==> config.mk <==
export PLATFORM = sky130hd
export DESIGN_NAME = bmt_timer
export DESIGN_NICKNAME = d
export VERILOG_FILES = /design/src/shared/bmt_pkg.sv /design/src/verilog/bmt_timer.sv
export VERILOG_INCLUDE_DIRS = /design/src /design/src/shared
export SDC_FILE = /design/constraint.sdc
export NUM_CORES = 1
export LEC_CHECK = 0
export BUFFER_PORTS_ARGS = -buffer_cell sky130_fd_sc_hd__clkbuf_2
export CELL_PAD_IN_SITES_DETAIL_PLACEMENT = 0
export CELL_PAD_IN_SITES_GLOBAL_PLACEMENT = 1
export CORE_MARGIN = 3
export CORE_UTILIZATION = 40
export DETAILED_ROUTE_END_ITERATION = 7
export GPL_TIMING_DRIVEN = 1
export HOLD_SLACK_MARGIN = 0.15
export MAX_ROUTING_LAYER = met4
export PLACE_DENSITY = 0.72
export SLEW_MARGIN = 0
export SYNTH_ARGS = -nofsm -noshare
export SYNTH_HDL_FRONTEND = slang
export SYNTH_SLANG_ARGS = --single-unit
==> constraint.sdc <==
create_clock -name REF_CLK_I -period 2.2 [get_ports REF_CLK_I]
set_input_delay 0.33 -clock REF_CLK_I [delete_from_list [all_inputs] [get_ports REF_CLK_I]]
set_output_delay 0.33 -clock REF_CLK_I [all_outputs]
set_load 0.005 [all_outputs]
==> src/shared/bmt_defines.svh <==
// register map, field positions, reset values and timing counts
`ifndef BMT_DEFINES_SVH
`define BMT_DEFINES_SVH

// register byte offsets
`define BMT_CTRL_OFS        8'h00
`define BMT_BRK_LIMIT_OFS   8'h04
`define BMT_BRK_COUNT_OFS   8'h08
`define BMT_MEAS_COUNT_OFS  8'h0c
`define BMT_STATUS_OFS      8'h10
`define BMT_IRQ_STAT_OFS    8'h14
`define BMT_IRQ_MASK_OFS    8'h18

// control register fields
`define BMT_CTRL_MODE_LSB   0
`define BMT_CTRL_BSRC_BIT   2
`define BMT_CTRL_PAIR_LSB   4
`define BMT_CTRL_MSRC_BIT   7
`define BMT_CTRL_RST        8'h00
`define BMT_LIMIT_RST       32'h0000_0000

// status and interrupt bits
`define BMT_ST_MEASURING    0
`define BMT_ST_HELD         1
`define BMT_ST_OVERFLOW     2
`define BMT_ST_BRK_RUN      3
`define BMT_IRQ_BREAK       0
`define BMT_IRQ_MDONE       1
`define BMT_IRQ_MOVF        2

// synchronised event inputs
`define BMT_EV_RUN          0
`define BMT_EV_STOP         1
`define BMT_EV_BKPT         2
`define BMT_EV_TRACE        3
`define BMT_EV_MSTART       4
`define BMT_EV_MEND         5
`define BMT_EV_MCYC         6

// time bases
`define BMT_CLK_MHZ         250
`define BMT_BRK_TB_NS       10000
`define BMT_BRK_TB_CYC      ((`BMT_BRK_TB_NS * `BMT_CLK_MHZ) / 1000)
`define BMT_MEAS_TB_NS      100
`define BMT_MEAS_TB_CYC     ((`BMT_MEAS_TB_NS * `BMT_CLK_MHZ) / 1000)

`endif

==> src/shared/bmt_pkg.sv <==
// types for the debug break and measure timer
package bmt_pkg;

    typedef enum logic [1:0]
    {
        BMT_TIMER_DISABLED_MODE    = 2'b00,
        BMT_BREAK_ON_TIMEOUT_MODE  = 2'b01,
        BMT_BREAK_AFTER_RUN_TIME_MODE = 2'b10,
        BMT_BREAK_AFTER_HIT_DELAY_MODE = 2'b11
    } bmt_mode_e;

    typedef enum logic [1:0]
    {
        BMT_BRK_IDLE    = 2'b00,
        BMT_BRK_RUN     = 2'b01,
        BMT_BRK_EXPIRED = 2'b10
    } bmt_brk_state_e;

    typedef enum logic [1:0]
    {
        BMT_MEAS_WAIT  = 2'b00,
        BMT_MEAS_COUNT = 2'b01,
        BMT_MEAS_HOLD  = 2'b10
    } bmt_meas_state_e;

endpackage : bmt_pkg

==> src/verilog/bmt_timer.sv <==
// debug break timer and execution time measurement unit, apb slave
// Operation
// four break modes: off, timeout, run, delay
// disabled mode never counts nor breaks
// timeout: break on breakpoint before limit
// run mode: count from start, break at limit
// delay mode: count from hit, break at limit
// break count source: 10 us time base
// host selects one of eight interval pairs
// run start to program stop
// run start to measure end point
// run start to trace event
// trace event to measure end point
// trace event to program stop
// measure start point to end point
// measure start point to trace event
// measure start point to program stop
// measure count source: 100 ns time base
// measure count source: target machine cycles
// hold result until read; saturate, no wrap; here a start event in hold opens a new interval and clears the unread result
//
// The implementer's own choices: the register offsets and register access over APB.
`timescale 1ns/1ns
`include "bmt_defines.svh"

module bmt_timer
    import bmt_pkg::*;
#(
    parameter int CNT_W = 32
)
(
    // clock and reset
    input  wire logic        REF_CLK_I,
    input  wire logic        RST_B_I,
    // apb slave
    input  wire logic        PSEL_I,
    input  wire logic        PENABLE_I,
    input  wire logic        PWRITE_I,
    input  wire logic [7:0]  PADDR_I,
    input  wire logic [31:0] PWDATA_I,
    output logic      [31:0] PRDATA_O,
    output logic             PREADY_O,
    output logic             PSLVERR_O,
    // emulator execution events, asynchronous levels
    input  wire logic        RUN_START_I,
    input  wire logic        PROG_STOP_I,
    input  wire logic        BKPT_HIT_I,
    input  wire logic        TRACE_EVT_I,
    input  wire logic        MEAS_START_PT_I,
    input  wire logic        MEAS_END_PT_I,
    input  wire logic        MACH_CYC_I,
    // break request and interrupt
    output logic             BREAK_REQ_O,
    output logic             IRQ_O
);

    localparam logic [11:0] BRK_DIV_LAST  = 12'(`BMT_BRK_TB_CYC - 1);
    localparam logic [4:0]  MEAS_DIV_LAST = 5'(`BMT_MEAS_TB_CYC - 1);

    // pick one of three event pulses by a 2-bit selector
    function automatic logic evt_pick(input logic [1:0] sel,
                                      input logic a,
                                      input logic b,
                                      input logic c);
        case (sel)
            2'd0:    evt_pick = a;
            2'd1:    evt_pick = b;
            default: evt_pick = c;
        endcase
    endfunction : evt_pick

    logic [6:0]       ev_s1_r;
    logic [6:0]       ev_s2_r;
    logic [6:0]       ev_s3_r;
    logic [6:0]       ev;
    logic [7:0]       ctrl_r;
    logic [CNT_W-1:0] limit_r;
    logic [CNT_W-1:0] brk_cnt_r;
    logic [11:0]      brk_pre_r;
    logic [CNT_W-1:0] meas_cnt_r;
    logic [4:0]       meas_pre_r;
    logic             meas_ovf_r;
    logic [2:0]       irq_stat_r;
    logic [2:0]       irq_mask_r;
    logic [2:0]       irq_set;
    logic [31:0]      rdata_nxt;
    logic             rd_err_nxt;
    logic             pready_r;
    logic             apb_acc;
    logic             wr_ctrl;
    logic             wr_limit;
    logic             wr_istat;
    logic             wr_imask;
    logic             rd_meas;
    logic             brk_tick;
    logic             meas_tick;
    logic             start_ev;
    logic             stop_ev;
    logic             break_req_r;
    logic             irq_r;
    logic [31:0]      prdata_r;
    logic             pslverr_r;
    logic [1:0]       start_sel;
    logic [1:0]       stop_sel;
    bmt_mode_e        mode;
    bmt_brk_state_e   brk_state_r;
    bmt_meas_state_e  meas_state_r;

    // events cross in through two flops; a third flop finds rising edges
    always_ff @(posedge REF_CLK_I)
    begin
        if (!RST_B_I)
        begin
            ev_s1_r <= 7'h00;
            ev_s2_r <= 7'h00;
            ev_s3_r <= 7'h00;
        end
        else
        begin
            ev_s1_r <= {MACH_CYC_I, MEAS_END_PT_I, MEAS_START_PT_I,
                        TRACE_EVT_I, BKPT_HIT_I, PROG_STOP_I, RUN_START_I};
            ev_s2_r <= ev_s1_r;
            ev_s3_r <= ev_s2_r;
        end
    end

    assign ev = ev_s2_r & ~ev_s3_r;

    // apb strobes; every access finishes in its first access cycle
    assign apb_acc  = PSEL_I & PENABLE_I & pready_r;
    assign wr_ctrl  = apb_acc & PWRITE_I & (PADDR_I == `BMT_CTRL_OFS);
    assign wr_limit = apb_acc & PWRITE_I & (PADDR_I == `BMT_BRK_LIMIT_OFS);
    assign wr_istat = apb_acc & PWRITE_I & (PADDR_I == `BMT_IRQ_STAT_OFS);
    assign wr_imask = apb_acc & PWRITE_I & (PADDR_I == `BMT_IRQ_MASK_OFS);
    assign rd_meas  = apb_acc & ~PWRITE_I & (PADDR_I == `BMT_MEAS_COUNT_OFS);

    // read mux; unmapped offsets answer zero with an error
    always_comb
    begin
        rdata_nxt  = 32'h0000_0000;
        rd_err_nxt = 1'b0;
        case (PADDR_I)
            `BMT_CTRL_OFS:       rdata_nxt = {24'h00_0000, ctrl_r};
            `BMT_BRK_LIMIT_OFS:  rdata_nxt = 32'(limit_r);
            `BMT_BRK_COUNT_OFS:  rdata_nxt = 32'(brk_cnt_r);
            `BMT_MEAS_COUNT_OFS: rdata_nxt = 32'(meas_cnt_r);
            `BMT_STATUS_OFS:     rdata_nxt = {28'h000_0000,
                                     brk_state_r == BMT_BRK_RUN,
                                     meas_ovf_r,
                                     meas_state_r == BMT_MEAS_HOLD,
                                     meas_state_r == BMT_MEAS_COUNT};
            `BMT_IRQ_STAT_OFS:   rdata_nxt = {29'h0000_0000, irq_stat_r};
            `BMT_IRQ_MASK_OFS:   rdata_nxt = {29'h0000_0000, irq_mask_r};
            default:             rd_err_nxt = 1'b1;
        endcase
    end

    // ready, data and error are set up during the setup cycle
    always_ff @(posedge REF_CLK_I)
    begin
        if (!RST_B_I)
        begin
            pready_r  <= 1'b0;
            prdata_r  <= 32'h0000_0000;
            pslverr_r <= 1'b0;
        end
        else
        begin
            pready_r  <= PSEL_I & ~PENABLE_I;
            prdata_r  <= PWRITE_I ? 32'h0000_0000 : rdata_nxt;
            pslverr_r <= PSEL_I & ~PENABLE_I & rd_err_nxt;
        end
    end

    // software registers
    always_ff @(posedge REF_CLK_I)
    begin
        if (!RST_B_I)
        begin
            ctrl_r     <= `BMT_CTRL_RST;
            limit_r    <= CNT_W'(`BMT_LIMIT_RST);
            irq_mask_r <= 3'h0;
        end
        else
        begin
            if (wr_ctrl)
                ctrl_r <= PWDATA_I[7:0];
            if (wr_limit)
                limit_r <= PWDATA_I[CNT_W-1:0];
            if (wr_imask)
                irq_mask_r <= PWDATA_I[2:0];
        end
    end

    assign mode = bmt_mode_e'(ctrl_r[`BMT_CTRL_MODE_LSB +: 2]);

    // break time base: 10 us prescaler or machine cycles
    always_ff @(posedge REF_CLK_I)
    begin
        if (!RST_B_I)
            brk_pre_r <= 12'h000;
        else if (brk_state_r != BMT_BRK_RUN || brk_pre_r == BRK_DIV_LAST)
            brk_pre_r <= 12'h000;
        else
            brk_pre_r <= brk_pre_r + 12'h001;
    end

    assign brk_tick = ctrl_r[`BMT_CTRL_BSRC_BIT] ? ev[`BMT_EV_MCYC]
                    : (brk_pre_r == BRK_DIV_LAST);

    // break state machine; a program stop returns it to idle from run or expired
    always_ff @(posedge REF_CLK_I)
    begin
        if (!RST_B_I)
        begin
            brk_state_r <= BMT_BRK_IDLE;
            brk_cnt_r   <= '0;
            break_req_r <= 1'b0;
        end
        else
        begin
            break_req_r <= 1'b0;
            if (mode == BMT_TIMER_DISABLED_MODE)
            begin
                brk_state_r <= BMT_BRK_IDLE;
            end
            else
            begin
                case (brk_state_r)
                    BMT_BRK_IDLE:
                    begin
                        // delay mode arms on a hit, others on run start
                        if ((mode == BMT_BREAK_AFTER_HIT_DELAY_MODE)
                            ? ev[`BMT_EV_BKPT] : ev[`BMT_EV_RUN])
                        begin
                            brk_state_r <= BMT_BRK_RUN; // see R4
                            brk_cnt_r   <= '0;
                        end
                    end
                    BMT_BRK_RUN:
                    begin
                        if (ev[`BMT_EV_STOP])
                            brk_state_r <= BMT_BRK_IDLE;
                        else if (mode == BMT_BREAK_ON_TIMEOUT_MODE
                                 && ev[`BMT_EV_BKPT]
                                 && brk_cnt_r < limit_r)
                        begin
                            break_req_r <= 1'b1;
                            brk_state_r <= BMT_BRK_EXPIRED;
                        end
                        else if (brk_cnt_r >= limit_r)
                        begin
                            // timeout mode simply lapses at the limit
                            break_req_r <= mode != BMT_BREAK_ON_TIMEOUT_MODE;
                            brk_state_r <= BMT_BRK_EXPIRED; // see R4
                        end
                        else if (brk_tick)
                            brk_cnt_r <= brk_cnt_r + CNT_W'(1);
                    end
                    BMT_BRK_EXPIRED:
                    begin
                        if (ev[`BMT_EV_STOP] || ev[`BMT_EV_RUN])
                            brk_state_r <= BMT_BRK_IDLE;
                    end
                    default: brk_state_r <= BMT_BRK_IDLE;
                endcase
            end
        end
    end

    // interval pair decode
    always_comb
    begin
        case (ctrl_r[`BMT_CTRL_PAIR_LSB +: 3])
            3'd0:    begin start_sel = 2'd0; stop_sel = 2'd0; end
            3'd1:    begin start_sel = 2'd0; stop_sel = 2'd1; end
            3'd2:    begin start_sel = 2'd0; stop_sel = 2'd2; end
            3'd3:    begin start_sel = 2'd1; stop_sel = 2'd1; end
            3'd4:    begin start_sel = 2'd1; stop_sel = 2'd0; end
            3'd5:    begin start_sel = 2'd2; stop_sel = 2'd1; end
            3'd6:    begin start_sel = 2'd2; stop_sel = 2'd2; end
            default: begin start_sel = 2'd2; stop_sel = 2'd0; end
        endcase
    end

    assign start_ev = evt_pick(start_sel, ev[`BMT_EV_RUN],
                               ev[`BMT_EV_TRACE], ev[`BMT_EV_MSTART]);
    assign stop_ev  = evt_pick(stop_sel, ev[`BMT_EV_STOP],
                               ev[`BMT_EV_MEND], ev[`BMT_EV_TRACE]);

    // measure time base: 100 ns prescaler or machine cycles
    always_ff @(posedge REF_CLK_I)
    begin
        if (!RST_B_I)
            meas_pre_r <= 5'h00;
        else if (meas_state_r != BMT_MEAS_COUNT || meas_pre_r == MEAS_DIV_LAST)
            meas_pre_r <= 5'h00;
        else
            meas_pre_r <= meas_pre_r + 5'h01;
    end

    assign meas_tick = ctrl_r[`BMT_CTRL_MSRC_BIT] ? ev[`BMT_EV_MCYC]
                     : (meas_pre_r == MEAS_DIV_LAST);

    // measurement state machine; stop wins over a same-cycle start only while counting
    always_ff @(posedge REF_CLK_I)
    begin
        if (!RST_B_I)
        begin
            meas_state_r <= BMT_MEAS_WAIT;
            meas_cnt_r   <= '0;
            meas_ovf_r   <= 1'b0;
        end
        else
        begin
            case (meas_state_r)
                BMT_MEAS_COUNT:
                begin
                    if (stop_ev)
                        meas_state_r <= BMT_MEAS_HOLD; // see R8
                    else if (meas_tick && &meas_cnt_r)
                        meas_ovf_r <= 1'b1;
                    else if (meas_tick)
                        meas_cnt_r <= meas_cnt_r + CNT_W'(1);
                end
                BMT_MEAS_HOLD:
                begin
                    // result stays until read or a new interval opens
                    if (start_ev)
                    begin
                        meas_state_r <= BMT_MEAS_COUNT;
                        meas_cnt_r   <= '0;
                        meas_ovf_r   <= 1'b0;
                    end
                    else if (rd_meas)
                        meas_state_r <= BMT_MEAS_WAIT;
                end
                default:
                begin
                    if (start_ev)
                    begin
                        meas_state_r <= BMT_MEAS_COUNT; // see R9
                        meas_cnt_r   <= '0;
                        meas_ovf_r   <= 1'b0;
                    end
                end
            endcase
        end
    end

    // sticky interrupt flags; a new event beats a same-cycle clear
    assign irq_set = {meas_state_r == BMT_MEAS_COUNT && meas_tick
                          && &meas_cnt_r && !meas_ovf_r && !stop_ev,
                      meas_state_r == BMT_MEAS_COUNT && stop_ev,
                      break_req_r};

    always_ff @(posedge REF_CLK_I)
    begin
        if (!RST_B_I)
        begin
            irq_stat_r <= 3'h0;
            irq_r      <= 1'b0;
        end
        else
        begin
            irq_stat_r <= irq_set
                        | (irq_stat_r & ~(wr_istat ? PWDATA_I[2:0] : 3'h0));
            irq_r      <= |(irq_stat_r & irq_mask_r);
        end
    end

    assign PRDATA_O    = prdata_r;
    assign PREADY_O    = pready_r;
    assign PSLVERR_O   = pslverr_r;
    assign BREAK_REQ_O = break_req_r;
    assign IRQ_O       = irq_r;
endmodule : bmt_timer

==> impl_metrics.json <==
{
  "r2r_end": "brk_state_r[0]",
  "root_buffer": "clkbuf_16",
  "viasPerCell": 5.27,
  "final_area_um2": 13800,
  "r2r_start": "limit_r[9]",
  "diodes": 0,
  "cap_viol_max_count": 0,
  "synth_cells": 1088,
  "async_flop_share_pct": 0,
  "first_pass_iters": 6,
  "num_vias": 9096,
  "chipWidth_um": 160,
  "synth_edf_count": 0,
  "hpwl_um": 22300,
  "drive_above_1_share_pct": 39.3,
  "path_class": "flip-flop to flip-flop",
  "h-tree-depth": 4,
  "synth.area.top_cells": "dfxtp_1, ha_1, nand2_1",
  "routedWlPerCell_um": 17.9,
  "multi_input_area_um2": 5940,
  "postRouteAntennaNets": 0,
  "n_fill_cell": 2019,
  "tns_ps": -4950,
  "crit_fanout": 7,
  "syn-num-nets": 1177,
  "setup_viol": 44,
  "routed_wl_um": 30900,
  "final.setup_skew_ps": 10.4,
  "die_y_um": 160,
  "ys_seq_area_share_pct": 40.0,
  "cellLeakagePower_nw": 5.53,
  "cp.arrival_ps": 2750,
  "end_kind": "flip-flop",
  "synthTopCellsByCount": "dfxtp_1, nand2_1, nor2_1",
  "io_pins": 88,
  "hold_path.class": "input pin to flip-flop",
  "crit_required_ps": 2520,
  "syn_area_um2": 9460,
  "grt_usage_pct": 24.3,
  "syn_avg_cell_area_um2": 8.70,
  "cts_tree": "built",
  "grt_pass1_wl_um": 48300,
  "area_delta_synth_final_pct": 45.5,
  "yosys_warnings": 0,
  "max_freq_ghz": 0.410,
  "ys_ff_latch": 189,
  "r2r_setup_slack_ps": -240,
  "initialDrtViolationCount": 688,
  "drv_slew": 0,
  "fin_crit_ps": 2440,
  "die_area_um2": 25500,
  "grt_overflow": 0,
  "register_area_um2": 3830,
  "dp.cells": 1647,
  "fin_nets": 1492,
  "hold_depth": 3,
  "yosysUniqueCellTypes": 83,
  "hold_violations": 0,
  "cts-buffers-inserted": 17,
  "layout_setup_ws_ps": -237,
  "rsz0062_at_grt": "true",
  "run_status": "complete, but fails checks",
  "clkTransAtPathRegs_ps": 70,
  "min_to": "limit_r[8]",
  "gp_congestion": 0.871,
  "relSlewSlack_pct": 58.5,
  "hold_path.startpoint": "PWDATA_I[8]",
  "grt_max_degree": 34,
  "insertion_delay_ps": 430,
  "min_period_over_period_pct": 111,
  "reg2regPathDepth": 11,
  "rows": 55,
  "failed_checks": "setup timing",
  "drc": 0,
  "clock_sinks": 189,
  "port_buffers": 87,
  "peakVddDrop_mv": 0.452,
  "yosysTopAreaCell": "dfxtp_1",
  "yosysMostFrequentCell": "dfxtp_1",
  "yosysTopAreaCellShare_pct": 40.0,
  "grt_pass1_vias": 8835,
  "coreArea_um2": 22900,
  "stdcell_count": 1727,
  "start_kind": "flip-flop",
  "antenna_found_initial": 0,
  "power-per-cell-area_nw_per_um2": 515,
  "initial_core_util_pct": 41.3,
  "placed_area_um2": 11900,
  "synth_ff_type": "dfxtp_1",
  "cts.path.max_buffers": 2,
  "tightest_slew_ps": 617
}
-- registers in the layout, summed over array words and instances (netlist names) --
| register | cells |
|---|---|
| BREAK_REQ_O | 1 |
| limit_r | 32 |
| ctrl_r | 8 |
| brk_cnt_r | 32 |
| ev_s1_r | 7 |
| meas_pre_r | 5 |
| ev_s3_r | 7 |
| irq_mask_r | 3 |
| IRQ_O | 1 |
| meas_ovf_r | 1 |
| meas_state_r | 2 |
| irq_stat_r | 3 |
| PSLVERR_O | 1 |
| ev_s2_r | 7 |
| PREADY_O | 1 |
| PRDATA_O | 32 |
| meas_cnt_r | 32 |
| brk_state_r | 2 |
| brk_pre_r | 12 |
-- per-layer routing --
metal  routed length, um  vias to the layer above  track usage [%]
met2               13900                      271             36.3
li1                    -                     4452                -
met5                   0                        -                -
met4                 363                        0             5.72
met3                1750                       22             4.23
met1               14900                     4351             34.5
-- power breakdown --
group / internal (mW) / switching, mW / leakage, nW / total [mW]
registers: 3.43 / 0.00582 / 1.54 / 3.44
logic: 0.139 / 0.141 / 3.68 / 0.280
clock network: 1.94 / 1.42 / 0.309 / 3.37
total: 5.51 / 1.57 / 5.53 / 7.09
-- cells by family after synthesis --
| logic type | share of synthesized area, % |
|---|---|
| fa+ha+maj | 4.89 |
| simple gates | 25.4 |
| mux | 2.50 |
| buf+inv | 5.33 |
| xor+xnor | 4.54 |
| flops | 40.0 |
| compound gates | 17.3 |
-- placed cells by master, fill, tap and decap left out, types with 15 or more instances in the layout --
| cell | instances |
|---|---|
| a21boi_1 | 33 |
| a21oi_1 | 21 |
| a21oi_2 | 15 |
| a22o_1 | 21 |
| a22oi_1 | 25 |
| and2_1 | 27 |
| and3_1 | 20 |
| buf_12 | 17 |
| buf_4 | 198 |
| buf_6 | 21 |
| clkbuf_16 | 17 |
| clkbuf_2 | 87 |
| dfxtp_1 | 155 |
| dfxtp_2 | 34 |
| dlygate4sd3_1 | 27 |
| ha_4 | 21 |
| inv_1 | 35 |
| mux2i_1 | 17 |
| nand2_1 | 116 |
| nand3_1 | 32 |
| nand3_2 | 18 |
| nand4_1 | 31 |
| nor2_1 | 104 |
| nor2b_1 | 17 |
| o21ai_0 | 16 |
| o21ai_1 | 31 |
| xor2_1 | 36 |
-- critical path: stages, from the launching register on --
cell	delay (ps)
dfxtp_2	340
inv_2	50
ha_4	280
nand4_1	160
buf_4	180
a2111o_1	440
o211ai_4	160
a21oi_4	130
and2_4	210
buf_8	150
a31oi_4	160
nor3_2	50
-- metrics by stage --
stage | total power [mW] | utilization, % | hold slack, ps | setup WS (ps)
4_1_cts | 7.13 | 58.2 | 159 | -153
2_1_floorplan | 3.63 | - | 412 | 0.512
6_report | 7.09 | 60.1 | 157 | -237
3_5_place_dp | 3.75 | 51.9 | 421 | -217
5_1_grt | 7.31 | 60.1 | 159 | -277
3_3_place_gp | 3.75 | 51.9 | 415 | -193
-- repair_timing --
action                                  CTS  global route
endpoints found under the hold margin    27             0
cloned                                    0             0
endpoints found under the setup margin   52            65
setup buffers                            16             8
hold buffers                             27             0
pin swaps                                62            71
resized for setup                        93            88
-- how the worst max path moves through the flow --
stage | from | to | slack, ps | cells after the start
4_1_cts | limit_r[7] | brk_state_r[0] | -150 | 11
2_1_floorplan | limit_r[21] | brk_cnt_r[31] | 0.5 | 11
5_1_grt | limit_r[26] | brk_cnt_r[19] | -280 | 13
3_3_place_gp | limit_r[21] | brk_cnt_r[14] | -190 | 11
6_report | limit_r[9] | brk_state_r[0] | -240 | 11
3_5_place_dp | limit_r[14] | brk_cnt_r[21] | -220 | 12
-- layout make-up --
type	instances	area share (%)
clock inverter	12	1.35
multi-input combinational	794	43.2
sequential	189	27.8
tap	313	2.84
timing repair buffer	352	20.3
clock buffer	18	3.19
inverter	49	1.34
Power figures use the tool's default switching activity.
